==> config.mk <==
export PLATFORM = sky130hd
export DESIGN_NAME = pgc_top
export DESIGN_NICKNAME = d
export VERILOG_FILES = /design/src/pgc_top.v
export VERILOG_INCLUDE_DIRS = /design/src
export SDC_FILE = /design/constraint.sdc
export NUM_CORES = 1
export LEC_CHECK = 0
export BUFFER_PORTS_ARGS = -buffer_cell sky130_fd_sc_hd__buf_2
export CAP_MARGIN = 10
export CORE_MARGIN = 2
export CORE_UTILIZATION = 47
export DETAILED_ROUTE_END_ITERATION = 8
export PLACE_DENSITY = 0.66
export SLEW_MARGIN = 40
export SYNTH_ARGS = -nofsm -noshare
export SYNTH_HDL_FRONTEND = slang
export SYNTH_HIERARCHICAL = 1
export SYNTH_SLANG_ARGS = --single-unit
==> constraint.sdc <==
create_clock -name clk_in -period 8.6 [get_ports clk_in]
set_input_delay 1.72 -clock clk_in [delete_from_list [all_inputs] [get_ports clk_in]]
set_output_delay 1.72 -clock clk_in [all_outputs]
set_load 0.05 [all_outputs]
==> src/pgc_defs.vh <==
/*
 * constants for the pattern generator and error checker: mode codes,
 * pattern words, seed, lock and loss thresholds, timing and fifo sizing.
 * assumes a single 100 mhz clock and one test bit per strobe.
 */
`ifndef PGC_DEFS_VH
`define PGC_DEFS_VH

// mode codes shared by generator and checker
`define PGC_M_P9      4'h0
`define PGC_M_P11     4'h1
`define PGC_M_P15     4'h2
`define PGC_M_P20     4'h3
`define PGC_M_P20Q    4'h4
`define PGC_M_P23     4'h5
`define PGC_M_P29     4'h6
`define PGC_M_P31     4'h7
`define PGC_M_ONES    4'h8
`define PGC_M_ALT     4'h9
`define PGC_M_ONE3    4'hA
`define PGC_M_USRA    4'hB
`define PGC_M_USRB    4'hC
`define PGC_M_USRW    4'hD

// fixed pattern words, sent msb first over their length
`define PGC_PW_ONES   16'h0001
`define PGC_PW_ALT    16'h0002
`define PGC_PW_ONE3   16'h0008

// shift register seed, never the all-zero state
`define PGC_SEED      31'h7FFF_FFFF

// consecutive correct predictions needed to lock
`define PGC_SYNC_BITS 7'h40
// phase-offset detector: run length and least errors in that run
`define PGC_OOP_BITS  7'h40
`define PGC_OOP_ERRS  7'h10
// loss threshold 0.20 as error times five above bits
`define PGC_LOSS_MUL  3'h5

// timing
`define PGC_CLK_PERIOD_NS 10
`define PGC_LOSS_WIN_S    1
`define PGC_NS_PER_S      1000000000

// fifo in the transmit path
`define PGC_FIFO_DEPTH 16
`define PGC_FIFO_AW    4

`endif

==> src/pgc_top.v <==
/*
 * prbs and fixed pattern generator with bit error checker, plus the
 * transmit fifo. assumes transmit bits are drained by tx_ready_in on
 * clk_in, and received rails plus strobe arrive asynchronously.
 */
//
// What this block does
// RL1: generator is an n-stage feedback shift register, period 2^n-1.
// RL2: every n-bit state once per period; all-zero state never entered.
// RL3: 9-stage mode, taps 5 and 9, output not inverted.
// RL4: 11-stage mode, taps 9 and 11, output not inverted.
// RL5: 15-stage mode, taps 14 and 15, output inverted.
// RL6: 20-stage mode, taps 3 and 20, output not inverted.
// RL7: 20-stage taps 17/20 variant, one forced ahead of 14 coming zeros.
// RL8: 23-stage mode, taps 18 and 23, output inverted.
// RL9: fixed all ones, alternating and one-three-zeros patterns.
// RL10: two programmable 8-bit and one 16-bit repeating pattern.
// RL11: received rails decoded to binary before bitwise comparison.
// RL12: errors counted only while reference is locked.
// RL13: lock lost when error ratio exceeds 0.20 over one second.
// RL14: lock lost when sequences are found out of phase.
// RL15: out of phase when error pattern obeys the prbs recurrence.
// RL16: optional ami comparison against an ami-coded reference.
// RL17: errors and bits counted over a configured interval.
// RL18: 29-stage and 31-stage modes, both inverted.
// RL19: inverted modes send and expect the complemented stage output.
`timescale 1ns/1ps
`include "pgc_defs.vh"

////////////////////////////////////////////////////////////////////////
module pgc_fifo #(
	parameter WIDTH = 1,
	parameter DEPTH = `PGC_FIFO_DEPTH,
	parameter AW    = `PGC_FIFO_AW
) (
	// clock and reset
	input  wire             clk_in,
	input  wire             reset_n_in,
	// fill side
	input  wire             in_valid_in,
	output wire             in_ready_out,
	input  wire [WIDTH-1:0] in_data_in,
	// drain side
	output wire             out_valid_out,
	input  wire             out_ready_in,
	output wire [WIDTH-1:0] out_data_out
);
	localparam [AW:0] FULL = DEPTH[AW:0];
	reg [WIDTH-1:0] mem_q [0:DEPTH-1];
	reg [AW-1:0]    wr_ptr_q;
	reg [AW-1:0]    rd_ptr_q;
	reg [AW:0]      count_q;
	wire            push;
	wire            pop;

	assign in_ready_out  = (count_q != FULL);
	assign out_valid_out = (count_q != {(AW+1){1'b0}});
	assign out_data_out  = mem_q[rd_ptr_q];
	assign push = in_valid_in & in_ready_out;
	assign pop  = out_valid_out & out_ready_in;

	// depth must be a power of two, pointers wrap naturally
	always @(posedge clk_in) begin
		if (push)
			mem_q[wr_ptr_q] <= in_data_in;
	end

	always @(posedge clk_in) begin
		if (!reset_n_in) begin
			wr_ptr_q <= {AW{1'b0}};
			rd_ptr_q <= {AW{1'b0}};
			count_q  <= {(AW+1){1'b0}};
		end else begin
			if (push)
				wr_ptr_q <= wr_ptr_q + 1'b1;
			if (pop)
				rd_ptr_q <= rd_ptr_q + 1'b1;
			if (push && !pop)
				count_q <= count_q + 1'b1;
			else if (pop && !push)
				count_q <= count_q - 1'b1;
		end
	end
endmodule // pgc_fifo

////////////////////////////////////////////////////////////////////////
module pgc_top #(
	parameter [31:0] LOSS_WIN_CYC =
		`PGC_LOSS_WIN_S * (`PGC_NS_PER_S / `PGC_CLK_PERIOD_NS)
) (
	// clock and reset
	input  wire        clk_in,
	input  wire        reset_n_in,
	// generator setup
	input  wire [3:0]  gen_mode_in,
	input  wire [7:0]  user_pat_a_in,
	input  wire [7:0]  user_pat_b_in,
	input  wire [15:0] user_pat_w_in,
	// transmit stream
	input  wire        tx_ready_in,
	output wire        tx_data_out,
	output wire        tx_valid_out,
	// checker setup
	input  wire [3:0]  chk_mode_in,
	input  wire        line_code_in,
	input  wire [31:0] meas_len_in,
	input  wire        resync_in,
	// received pins
	input  wire        rx_pos_in,
	input  wire        rx_neg_in,
	input  wire        rx_strobe_in,
	// checker status
	output wire        sync_out,
	output wire        err_out,
	output wire        loss_out,
	output wire        meas_done_out,
	output wire [31:0] meas_err_out,
	output wire [31:0] meas_bits_out
);
	localparam ST_HUNT = 1'b0;
	localparam ST_LOCK = 1'b1;

	function [4:0] f_len;
		input [3:0] m;
		case (m)
			`PGC_M_P9:   f_len = 5'd9;
			`PGC_M_P11:  f_len = 5'd11;
			`PGC_M_P15:  f_len = 5'd15;
			`PGC_M_P20:  f_len = 5'd20;
			`PGC_M_P20Q: f_len = 5'd20;
			`PGC_M_P23:  f_len = 5'd23;
			`PGC_M_P29:  f_len = 5'd29;
			default:     f_len = 5'd31;
		endcase
	endfunction

	// RL3 RL4 RL5 RL6 RL8 RL18 feedback taps
	function [4:0] f_tap;
		input [3:0] m;
		case (m)
			`PGC_M_P9:   f_tap = 5'd5;
			`PGC_M_P11:  f_tap = 5'd9;
			`PGC_M_P15:  f_tap = 5'd14;
			`PGC_M_P20:  f_tap = 5'd3;
			`PGC_M_P20Q: f_tap = 5'd17;
			`PGC_M_P23:  f_tap = 5'd18;
			`PGC_M_P29:  f_tap = 5'd27;
			default:     f_tap = 5'd28;
		endcase
	endfunction

	// RL19 inverted modes
	function f_inv;
		input [3:0] m;
		f_inv = (m == `PGC_M_P15) | (m == `PGC_M_P23) |
			(m == `PGC_M_P29) | (m == `PGC_M_P31);
	endfunction

	// RL9 RL10 pattern words
	function [15:0] f_pword;
		input [3:0]  m;
		input [7:0]  pa;
		input [7:0]  pb;
		input [15:0] pw;
		case (m)
			`PGC_M_ONES: f_pword = `PGC_PW_ONES;
			`PGC_M_ALT:  f_pword = `PGC_PW_ALT;
			`PGC_M_ONE3: f_pword = `PGC_PW_ONE3;
			`PGC_M_USRA: f_pword = {8'h00, pa};
			`PGC_M_USRB: f_pword = {8'h00, pb};
			default:     f_pword = pw;
		endcase
	endfunction

	function [4:0] f_plen;
		input [3:0] m;
		case (m)
			`PGC_M_ONES: f_plen = 5'd1;
			`PGC_M_ALT:  f_plen = 5'd2;
			`PGC_M_ONE3: f_plen = 5'd4;
			`PGC_M_USRA: f_plen = 5'd8;
			`PGC_M_USRB: f_plen = 5'd8;
			default:     f_plen = 5'd16;
		endcase
	endfunction

	////////////////////////////////////////////////////////////////////
	// generator
	reg  [30:0] gen_q;
	reg  [3:0]  gph_q;
	reg  [3:0]  gmode_q;
	reg         gvalid_q;
	wire [4:0]  g_n     = f_len(gen_mode_in);
	wire [4:0]  g_a     = f_tap(gen_mode_in);
	wire [4:0]  g_plen  = f_plen(gen_mode_in);
	wire [15:0] g_pword = f_pword(gen_mode_in, user_pat_a_in,
		user_pat_b_in, user_pat_w_in);
	wire [30:0] g_mask  = ~(31'h7FFF_FFFF << g_n);
	wire        g_prbs  = ~gen_mode_in[3];
	wire        g_fb    = gen_q[g_a - 5'd1] ^ gen_q[g_n - 5'd1];
	wire [4:0]  g_pidx  = g_plen - 5'd1 - {1'b0, gph_q};
	wire        g_pbit  = g_pword[g_pidx[3:0]];
	wire        g_force = gen_q[19] | ~|gen_q[18:5];
	wire        g_bit;
	wire        fifo_in_ready;
	wire        fifo_out_valid;
	wire        fifo_out_data;
	wire        fifo_out_ready;
	wire        g_push  = gvalid_q & fifo_in_ready;

	// RL7 stage twenty out, forced one ahead of a long zero run
	// RL19 complement for inverted modes
	assign g_bit = !g_prbs ? g_pbit :
		(gen_mode_in == `PGC_M_P20Q) ? g_force :
		(g_fb ^ f_inv(gen_mode_in));

	always @(posedge clk_in) begin
		if (!reset_n_in) begin
			gen_q    <= `PGC_SEED;
			gph_q    <= 4'h0;
			gmode_q  <= 4'h0;
			gvalid_q <= 1'b0;
		end else begin
			gvalid_q <= 1'b1;
			gmode_q  <= gen_mode_in;
			// RL2 reseed on mode change or a stray zero state
			if (gmode_q != gen_mode_in || (gen_q & g_mask) == 31'h0) begin
				gen_q <= `PGC_SEED & g_mask;
				gph_q <= 4'h0;
			end else if (g_push) begin
				// RL1 shift with feedback
				gen_q <= {gen_q[29:0], g_fb} & g_mask;
				if ({1'b0, gph_q} == g_plen - 5'd1)
					gph_q <= 4'h0;
				else
					gph_q <= gph_q + 4'h1;
			end
		end
	end

	// fifo absorbs stalls of the transmit side
	pgc_fifo #(
		.WIDTH (1),
		.DEPTH (`PGC_FIFO_DEPTH),
		.AW    (`PGC_FIFO_AW)
	) u_fifo (
		.clk_in        (clk_in),
		.reset_n_in    (reset_n_in),
		.in_valid_in   (gvalid_q),
		.in_ready_out  (fifo_in_ready),
		.in_data_in    (g_bit),
		.out_valid_out (fifo_out_valid),
		.out_ready_in  (fifo_out_ready),
		.out_data_out  (fifo_out_data)
	);

	reg tx_valid_q;
	reg tx_data_q;
	assign fifo_out_ready = ~tx_valid_q | tx_ready_in;

	always @(posedge clk_in) begin
		if (!reset_n_in) begin
			tx_valid_q <= 1'b0;
			tx_data_q  <= 1'b0;
		end else if (fifo_out_ready) begin
			tx_valid_q <= fifo_out_valid;
			if (fifo_out_valid)
				tx_data_q <= fifo_out_data;
		end
	end

	////////////////////////////////////////////////////////////////////
	// receive synchronisers; second stages feed logic, strobe third stage only for edge detect
	reg pos_s1, pos_s2, neg_s1, neg_s2, stb_s1, stb_s2, stb_s3;
	always @(posedge clk_in) begin
		pos_s1 <= rx_pos_in;
		pos_s2 <= pos_s1;
		neg_s1 <= rx_neg_in;
		neg_s2 <= neg_s1;
		stb_s1 <= rx_strobe_in;
		stb_s2 <= stb_s1;
		stb_s3 <= stb_s2;
	end
	wire take = stb_s2 & ~stb_s3;

	////////////////////////////////////////////////////////////////////
	// checker
	reg  [30:0] chk_q;
	reg  [30:0] eh_q;
	reg  [3:0]  cph_q;
	reg  [3:0]  cmode_q;
	reg         st_q;
	reg         pol_q;
	reg  [6:0]  match_q;
	reg  [6:0]  oop_run_q;
	reg  [6:0]  oop_err_q;
	reg  [31:0] win_cyc_q, win_err_q, win_bits_q;
	reg  [31:0] m_cyc_q, m_err_q, m_bits_q;
	reg  [31:0] meas_err_q, meas_bits_q;
	reg         err_q, loss_q, done_q;
	wire [4:0]  c_n     = f_len(chk_mode_in);
	wire [4:0]  c_a     = f_tap(chk_mode_in);
	wire [4:0]  c_plen  = f_plen(chk_mode_in);
	wire [15:0] c_pword = f_pword(chk_mode_in, user_pat_a_in,
		user_pat_b_in, user_pat_w_in);
	wire [30:0] c_mask  = ~(31'h7FFF_FFFF << c_n);
	wire        c_prbs  = ~chk_mode_in[3];
	wire        c_inv   = c_prbs & f_inv(chk_mode_in);
	wire        c_fb    = chk_q[c_a - 5'd1] ^ chk_q[c_n - 5'd1];
	wire [4:0]  c_pidx  = c_plen - 5'd1 - {1'b0, cph_q};
	wire        c_ref   = c_prbs ? c_fb : c_pword[c_pidx[3:0]];
	// RL11 rails to binary
	wire        rx_bin  = line_code_in ? (pos_s2 | neg_s2) : pos_s2;
	// RL19 undo complement before comparison
	wire        rx_u    = rx_bin ^ c_inv;
	wire        mism    = rx_u ^ c_ref;
	// forced ones of the taps 17/20 variant are not errors
	wire        forced  = (chk_mode_in == `PGC_M_P20Q) & rx_u & ~c_ref;
	wire        ref_ln  = c_ref ^ c_inv;
	// RL16 mark polarity against ami-coded reference
	wire        ln_err  = line_code_in & ((pos_s2 & neg_s2) |
		(ref_ln & pos_s2 & pol_q) | (ref_ln & neg_s2 & ~pol_q));
	wire        bit_err = (mism & ~forced) | ln_err;
	// RL15 error stream obeying the recurrence means phase offset
	wire        e_pred  = eh_q[c_a - 5'd1] ^ eh_q[c_n - 5'd1];
	wire        oop_ok  = (bit_err == e_pred) && ((eh_q & c_mask) != 31'h0);
	wire        oop_hit = c_prbs && oop_ok &&
		(oop_run_q == `PGC_OOP_BITS - 7'd1) && (oop_err_q >= `PGC_OOP_ERRS);
	wire [33:0] err_x5  = {win_err_q, 2'b00} + {2'b00, win_err_q};
	wire        win_end = (win_cyc_q == LOSS_WIN_CYC - 32'd1);
	// RL13 ratio above 0.20 over the window
	wire        ratio_hit = win_end && (err_x5 > {2'b00, win_bits_q});
	wire        counted = (st_q == ST_LOCK) & take;
	wire        cnt_err = counted & bit_err;
	wire        m_end   = (meas_len_in != 32'h0) &&
		(m_cyc_q >= meas_len_in - 32'd1);
	wire [31:0] m_err_nx  = m_err_q + {31'h0, cnt_err};
	wire [31:0] m_bits_nx = m_bits_q + {31'h0, counted};

	always @(posedge clk_in) begin
		if (!reset_n_in) begin
			chk_q     <= `PGC_SEED;
			eh_q      <= 31'h0;
			cph_q     <= 4'h0;
			cmode_q   <= 4'h0;
			st_q      <= ST_HUNT;
			pol_q     <= 1'b0;
			match_q   <= 7'h0;
			oop_run_q <= 7'h0;
			oop_err_q <= 7'h0;
			win_cyc_q <= 32'h0;
			win_err_q <= 32'h0;
			win_bits_q <= 32'h0;
			err_q     <= 1'b0;
			loss_q    <= 1'b0;
		end else begin
			cmode_q <= chk_mode_in;
			err_q   <= cnt_err;
			loss_q  <= 1'b0;
			if (take && line_code_in && (pos_s2 ^ neg_s2)
				&& st_q == ST_HUNT)
				pol_q <= pos_s2;
			else if (take && st_q == ST_LOCK && ref_ln)
				pol_q <= ~pol_q;
			case (st_q)
			ST_HUNT: begin
				win_cyc_q  <= 32'h0;
				win_err_q  <= 32'h0;
				win_bits_q <= 32'h0;
				if (cmode_q != chk_mode_in || resync_in) begin
					match_q <= 7'h0;
				end else if (take) begin
					// received bits seed the reference
					chk_q <= {chk_q[29:0], rx_u} & c_mask;
					if (mism) begin
						match_q <= 7'h0;
						// slip one extra phase to hunt the pattern
						if ({1'b0, cph_q} >= c_plen - 5'd2)
							cph_q <= cph_q + 4'h2 - c_plen[3:0];
						else
							cph_q <= cph_q + 4'h2;
					end else begin
						if ({1'b0, cph_q} == c_plen - 5'd1)
							cph_q <= 4'h0;
						else
							cph_q <= cph_q + 4'h1;
						if (match_q == `PGC_SYNC_BITS - 7'd1) begin
							match_q   <= 7'h0;
							st_q      <= ST_LOCK;
							eh_q      <= 31'h0;
							oop_run_q <= 7'h0;
							oop_err_q <= 7'h0;
						end else begin
							match_q <= match_q + 7'd1;
						end
					end
				end
			end
			ST_LOCK: begin
				if (cmode_q != chk_mode_in || resync_in) begin
					st_q <= ST_HUNT;
				// RL13 RL14 lose lock and hunt again
				end else if (ratio_hit || (take && oop_hit)) begin
					st_q   <= ST_HUNT;
					loss_q <= 1'b1;
				end else begin
					win_cyc_q  <= win_end ? 32'h0 : win_cyc_q + 32'd1;
					win_err_q  <= win_end ? 32'h0 :
						win_err_q + {31'h0, cnt_err};
					win_bits_q <= win_end ? 32'h0 :
						win_bits_q + {31'h0, counted};
					if (take) begin
						chk_q <= {chk_q[29:0], c_fb} & c_mask;
						eh_q  <= {eh_q[29:0], bit_err} & c_mask;
						if ({1'b0, cph_q} == c_plen - 5'd1)
							cph_q <= 4'h0;
						else
							cph_q <= cph_q + 4'h1;
						if (oop_ok) begin
							oop_run_q <= oop_run_q + 7'd1;
							if (bit_err && oop_err_q != 7'h7F)
								oop_err_q <= oop_err_q + 7'd1;
						end else begin
							oop_run_q <= 7'h0;
							oop_err_q <= 7'h0;
						end
					end
				end
			end
			default: st_q <= ST_HUNT;
			endcase
		end
	end

	////////////////////////////////////////////////////////////////////
	// RL17 interval measurement
	// RL12 only locked bits and errors reach the counters
	always @(posedge clk_in) begin
		if (!reset_n_in) begin
			m_cyc_q     <= 32'h0;
			m_err_q     <= 32'h0;
			m_bits_q    <= 32'h0;
			meas_err_q  <= 32'h0;
			meas_bits_q <= 32'h0;
			done_q      <= 1'b0;
		end else begin
			done_q <= m_end;
			if (m_end) begin
				m_cyc_q     <= 32'h0;
				m_err_q     <= 32'h0;
				m_bits_q    <= 32'h0;
				meas_err_q  <= m_err_nx;
				meas_bits_q <= m_bits_nx;
			end else if (meas_len_in != 32'h0) begin
				m_cyc_q  <= m_cyc_q + 32'd1;
				m_err_q  <= m_err_nx;
				m_bits_q <= m_bits_nx;
			end
		end
	end

	assign tx_data_out   = tx_data_q;
	assign tx_valid_out  = tx_valid_q;
	assign sync_out      = st_q;
	assign err_out       = err_q;
	assign loss_out      = loss_q;
	assign meas_done_out = done_q;
	assign meas_err_out  = meas_err_q;
	assign meas_bits_out = meas_bits_q;
endmodule // pgc_top

==> impl_results.md <==
- CP endpoint kind: flop
- M1 WL: around 34000 um
- DP Area: 28200 sq um
- Core Rows: 87
- Kind of critical path: in2reg
- Ranking of synthesized cells by area: dfxtp_1, ha_1, nor2_1
- Synth Register Bits: 434
- Max-slew violations: 0
- Post-DP HPWL: 51600 um
- CTS root buffer: clkbuf_16
- Placed Cells: 4045
- Detail Route met3 WL: 4300 um
- RSZ-0062 raised after global routing: false
- H-tree depth: 2
- Final hold violations: 0
- Cts repair resizes: 0
- Hold Path Class: reg2reg
- Distinct cell type count after synthesis: 106
- First-pass GRT wire length: between 100000 and 150000 um
- Maximum number of pins on one net before global-route repair: 97
- Cell-internal power: 3.66 mW
- Syn_area_per_cell: 8.21 sq um
- Register share of total power: 42.2%
- Switching Fraction: between 20% and 30%
- Largest area contributor in the netlist: dfxtp_1
- Final cell count without fillers: 4137
- Setup crit start kind: input port
- Nets: about 3600
- Post-synthesis async set-or-reset flop share: 0%
- Post-synthesis sequential area ratio: 32.9%
- Final Setup Violations: 0
- R2R Path Start: win_err_q[2]
- Peak Freq: 128 MHz
- Cell count after synthesis: 3273
- Mux cell area share after synthesis: 4.66%
- Die ar.: 59100 sq um
- DRC violations left: 0
- IO Pins: 150
- Final Cell Area: 30000 sq um
- Max Cap Viol: 0
- Number of port buffers: approximately 150
- Clock Latency Late Sink: 620 ps
- Peak VDD IR: around 180 uV
- XOR/XNOR share of the synthesized area: 8.46%
- Psw: 1.36 mW
- Post-synthesis compound-gate area fraction: 18.7%
- Area Overhead vs Synth: 11.7%
- Met2 wire length: 33800 um
- Setup TNS: 0 ps
- Vias in the first global route: between 20000 and 25000
- Wire per inst: 17.7 um
- # diodes: 0
- GRT Total Usage: 24.1%
- Power, Total: 5.02 mW
- Status: finished, final reports clean
- Clock Tree Buf Depth: 3
- Detailed router's first-iteration violation count: between 1500 and 2000
- Largest family of logic cells by synthesized area: simple AND/OR/NAND/NOR gates
- Worst rel slew slack: around 44%
- CP required: just over 9000 ps
- Worst Setup SP: chk_mode_in[0]
- Number of routed nets with antenna violations: 0
- Cts-stage hold buffer count: 0
- TritonCTS clock tree: built
- Die Width: 243 um
- Initial core utilization: 47.6%
- Clock share of power: 45.1%
- Post-CTS Setup Inserts: 0
- Core Area: around 56000 sq um
- Total congestion overflow: 0
- Period utilisation layout: 90.8%
- Sink Count: around 430
- Post-synthesis simple-gate area fraction: 23.9%
- Clk slew on worst S/H paths: 60 ps
- Fraction of layout cells with a size suffix above 1: 11.4%
- CTS Buf Count: 49
- Worst slew pin tran: 814 ps
- Post-synthesis net count: 3504
- DR vias: between 20000 and 25000
- Synth Warn #: 6
- Logic pwr share: 12.8%
- Die height: between 200 and 250 um
- Critical path data arrival time: 8270 ps
- Yosys top cell area share: a little under a third
- Adder-cell share of the synthesized area: 7.17%
- Leak: 11.9 nW
- DRT Pass-1 Iters: 7
- Hold path start: neg_s1
- Minimum clock period: 7810 ps
- Critical path peak fanout: 24
- Vias/cell: approximately 6
- Setup Skew: approximately 36 ps
- Routed wire length: 73200 um
- Dominant synthesized flop cell: dfxtp_1
- Initial antenna violation count: 1
- Netlist Area Pre-Place: about 27000 sq um
- Placer Congestion: roughly 0.9
- Post-synth EDFFs: 16
- PwrDens: roughly 170 nW/um^2
- Max Used Layer: met5
## power groups by stage
| stage | combinational [mW] | sequential (mW) | clock, mW |
|---|---|---|---|
| 4_1_cts | 0.635 | 2.12 | 2.31 |
| 6_report | 0.641 | 2.12 | 2.26 |
| 3_5_place_dp | 0.630 | 2.16 | 0 |
| 5_1_grt | 0.703 | 2.12 | 2.39 |
| 2_1_floorplan | 0.463 | 2.16 | 0 |
| 3_3_place_gp | 0.616 | 2.16 | 0 |
## cell families after synthesis
kind of cell	after synthesis
AO/OA/AOI/OAI	736
XOR/XNOR	256
adder cells (fa/ha/maj)	151
buffers and inverters	279
flip-flops	434
multiplexers	85
AND/OR/NAND/NOR	1332
## metrics by stage
stage          hold WS (ps)  setup slack (ps)  utilization (%)
2_1_floorplan           310               485                -
3_3_place_gp            316               352             50.0
3_5_place_dp            320               249             50.0
4_1_cts                 334               847             53.1
5_1_grt                 340               244             53.1
6_report                332               793             53.1
## flip-flops by register name (all words and copies together) (netlist names), 4 cells and up, named ones only
signal	cells
u_fifo/wr_ptr_q	4
oop_err_q	7
m_cyc_q	32
u_fifo/rd_ptr_q	4
gen_q	31
match_q	7
oop_run_q	7
u_fifo/mem_q	16
cph_q	4
meas_err_out	32
win_cyc_q	32
m_err_q	32
eh_q	31
chk_q	31
gmode_q	4
cmode_q	4
meas_bits_out	32
u_fifo/count_q	5
gph_q	4
win_err_q	32
m_bits_q	32
win_bits_q	32
## area by class of cell
type	count	area, sq um
multi-input cells	2560	17000
clock inverters	27	369
fillers	5158	26500
well taps	756	946
repair buffers	195	1110
clock buffers	65	1390
flip-flops and latches	434	8850
inverters	100	377
## worst paths after layout
path	slack, ps	cells after the start	endpoint
worst min register to register	330	0	neg_s2
worst min-delay path	330	0	neg_s2
worst max-delay path	790	25	m_err_q[27]
worst max register to register	1840	26	win_err_q[27]
## worst max-delay path: stages
cell	delay, ps
buf_2	250
or4b_1	630
nand2_1	260
ha_1	390
xor2_4	330
mux2i_1	140
mux4_2	480
a21o_1	230
xnor3_1	410
o22a_1	280
nand2_1	180
and2_1	230
ha_1	210
nand3_1	140
nor2_1	280
nand3_1	180
nor2_1	230
and3_1	240
and3_1	220
and3_1	220
and3_1	310
and2_0	300
nand3_1	120
xor2_1	190
nor2_1	60
## synth_stat cells (20+ instances only)
cell type	instances
a21o_1	58
clkbuf_1	135
nor3b_1	24
nor2b_1	20
a21oi_1	154
and2_1	21
o21ai_0	125
nor3_1	77
nor2_1	375
dfxtp_1	418
nor4_1	33
nand3_1	181
ha_1	146
mux2i_1	44
and3_1	88
nand2_1	334
o22ai_1	33
a31oi_1	31
nand2b_1	45
xnor2_1	150
xor2_1	104
a32o_1	29
a211oi_1	83
buf_2	29
inv_1	97
a22oi_1	21
nand4_1	45
a22o_1	24
mux4_2	31
## cells in the final DEF, fill, tap and decap left out, types with 17 or more instances in the layout
master     count
a22oi_1       21
a32o_1        29
buf_4         43
a21o_1        58
inv_1         97
and2_1        19
buf_2        149
o21a_1        17
and3_1        88
o21ai_0      124
nor3_1        77
nand4_1       45
a211oi_1      83
o22ai_1       33
nand3_1      181
clkbuf_16     49
a31oi_1       31
nand2b_1      45
a21oi_1      154
dfxtp_1      418
xor2_1       104
a22o_1        24
mux4_2        31
nor2_1       371
ha_1         146
xnor2_1      150
nor2b_1       20
nand2_1      332
nor4_1        32
nor3b_1       24
mux2i_1       44
## routing by layer
metal	vias to the layer above	track usage, %
li1	11900	-
met1	11600	32.5
met2	713	39.9
met3	122	3.68
met4	2	7.00
met5	-	0
(Power assumes the default switching activity.)
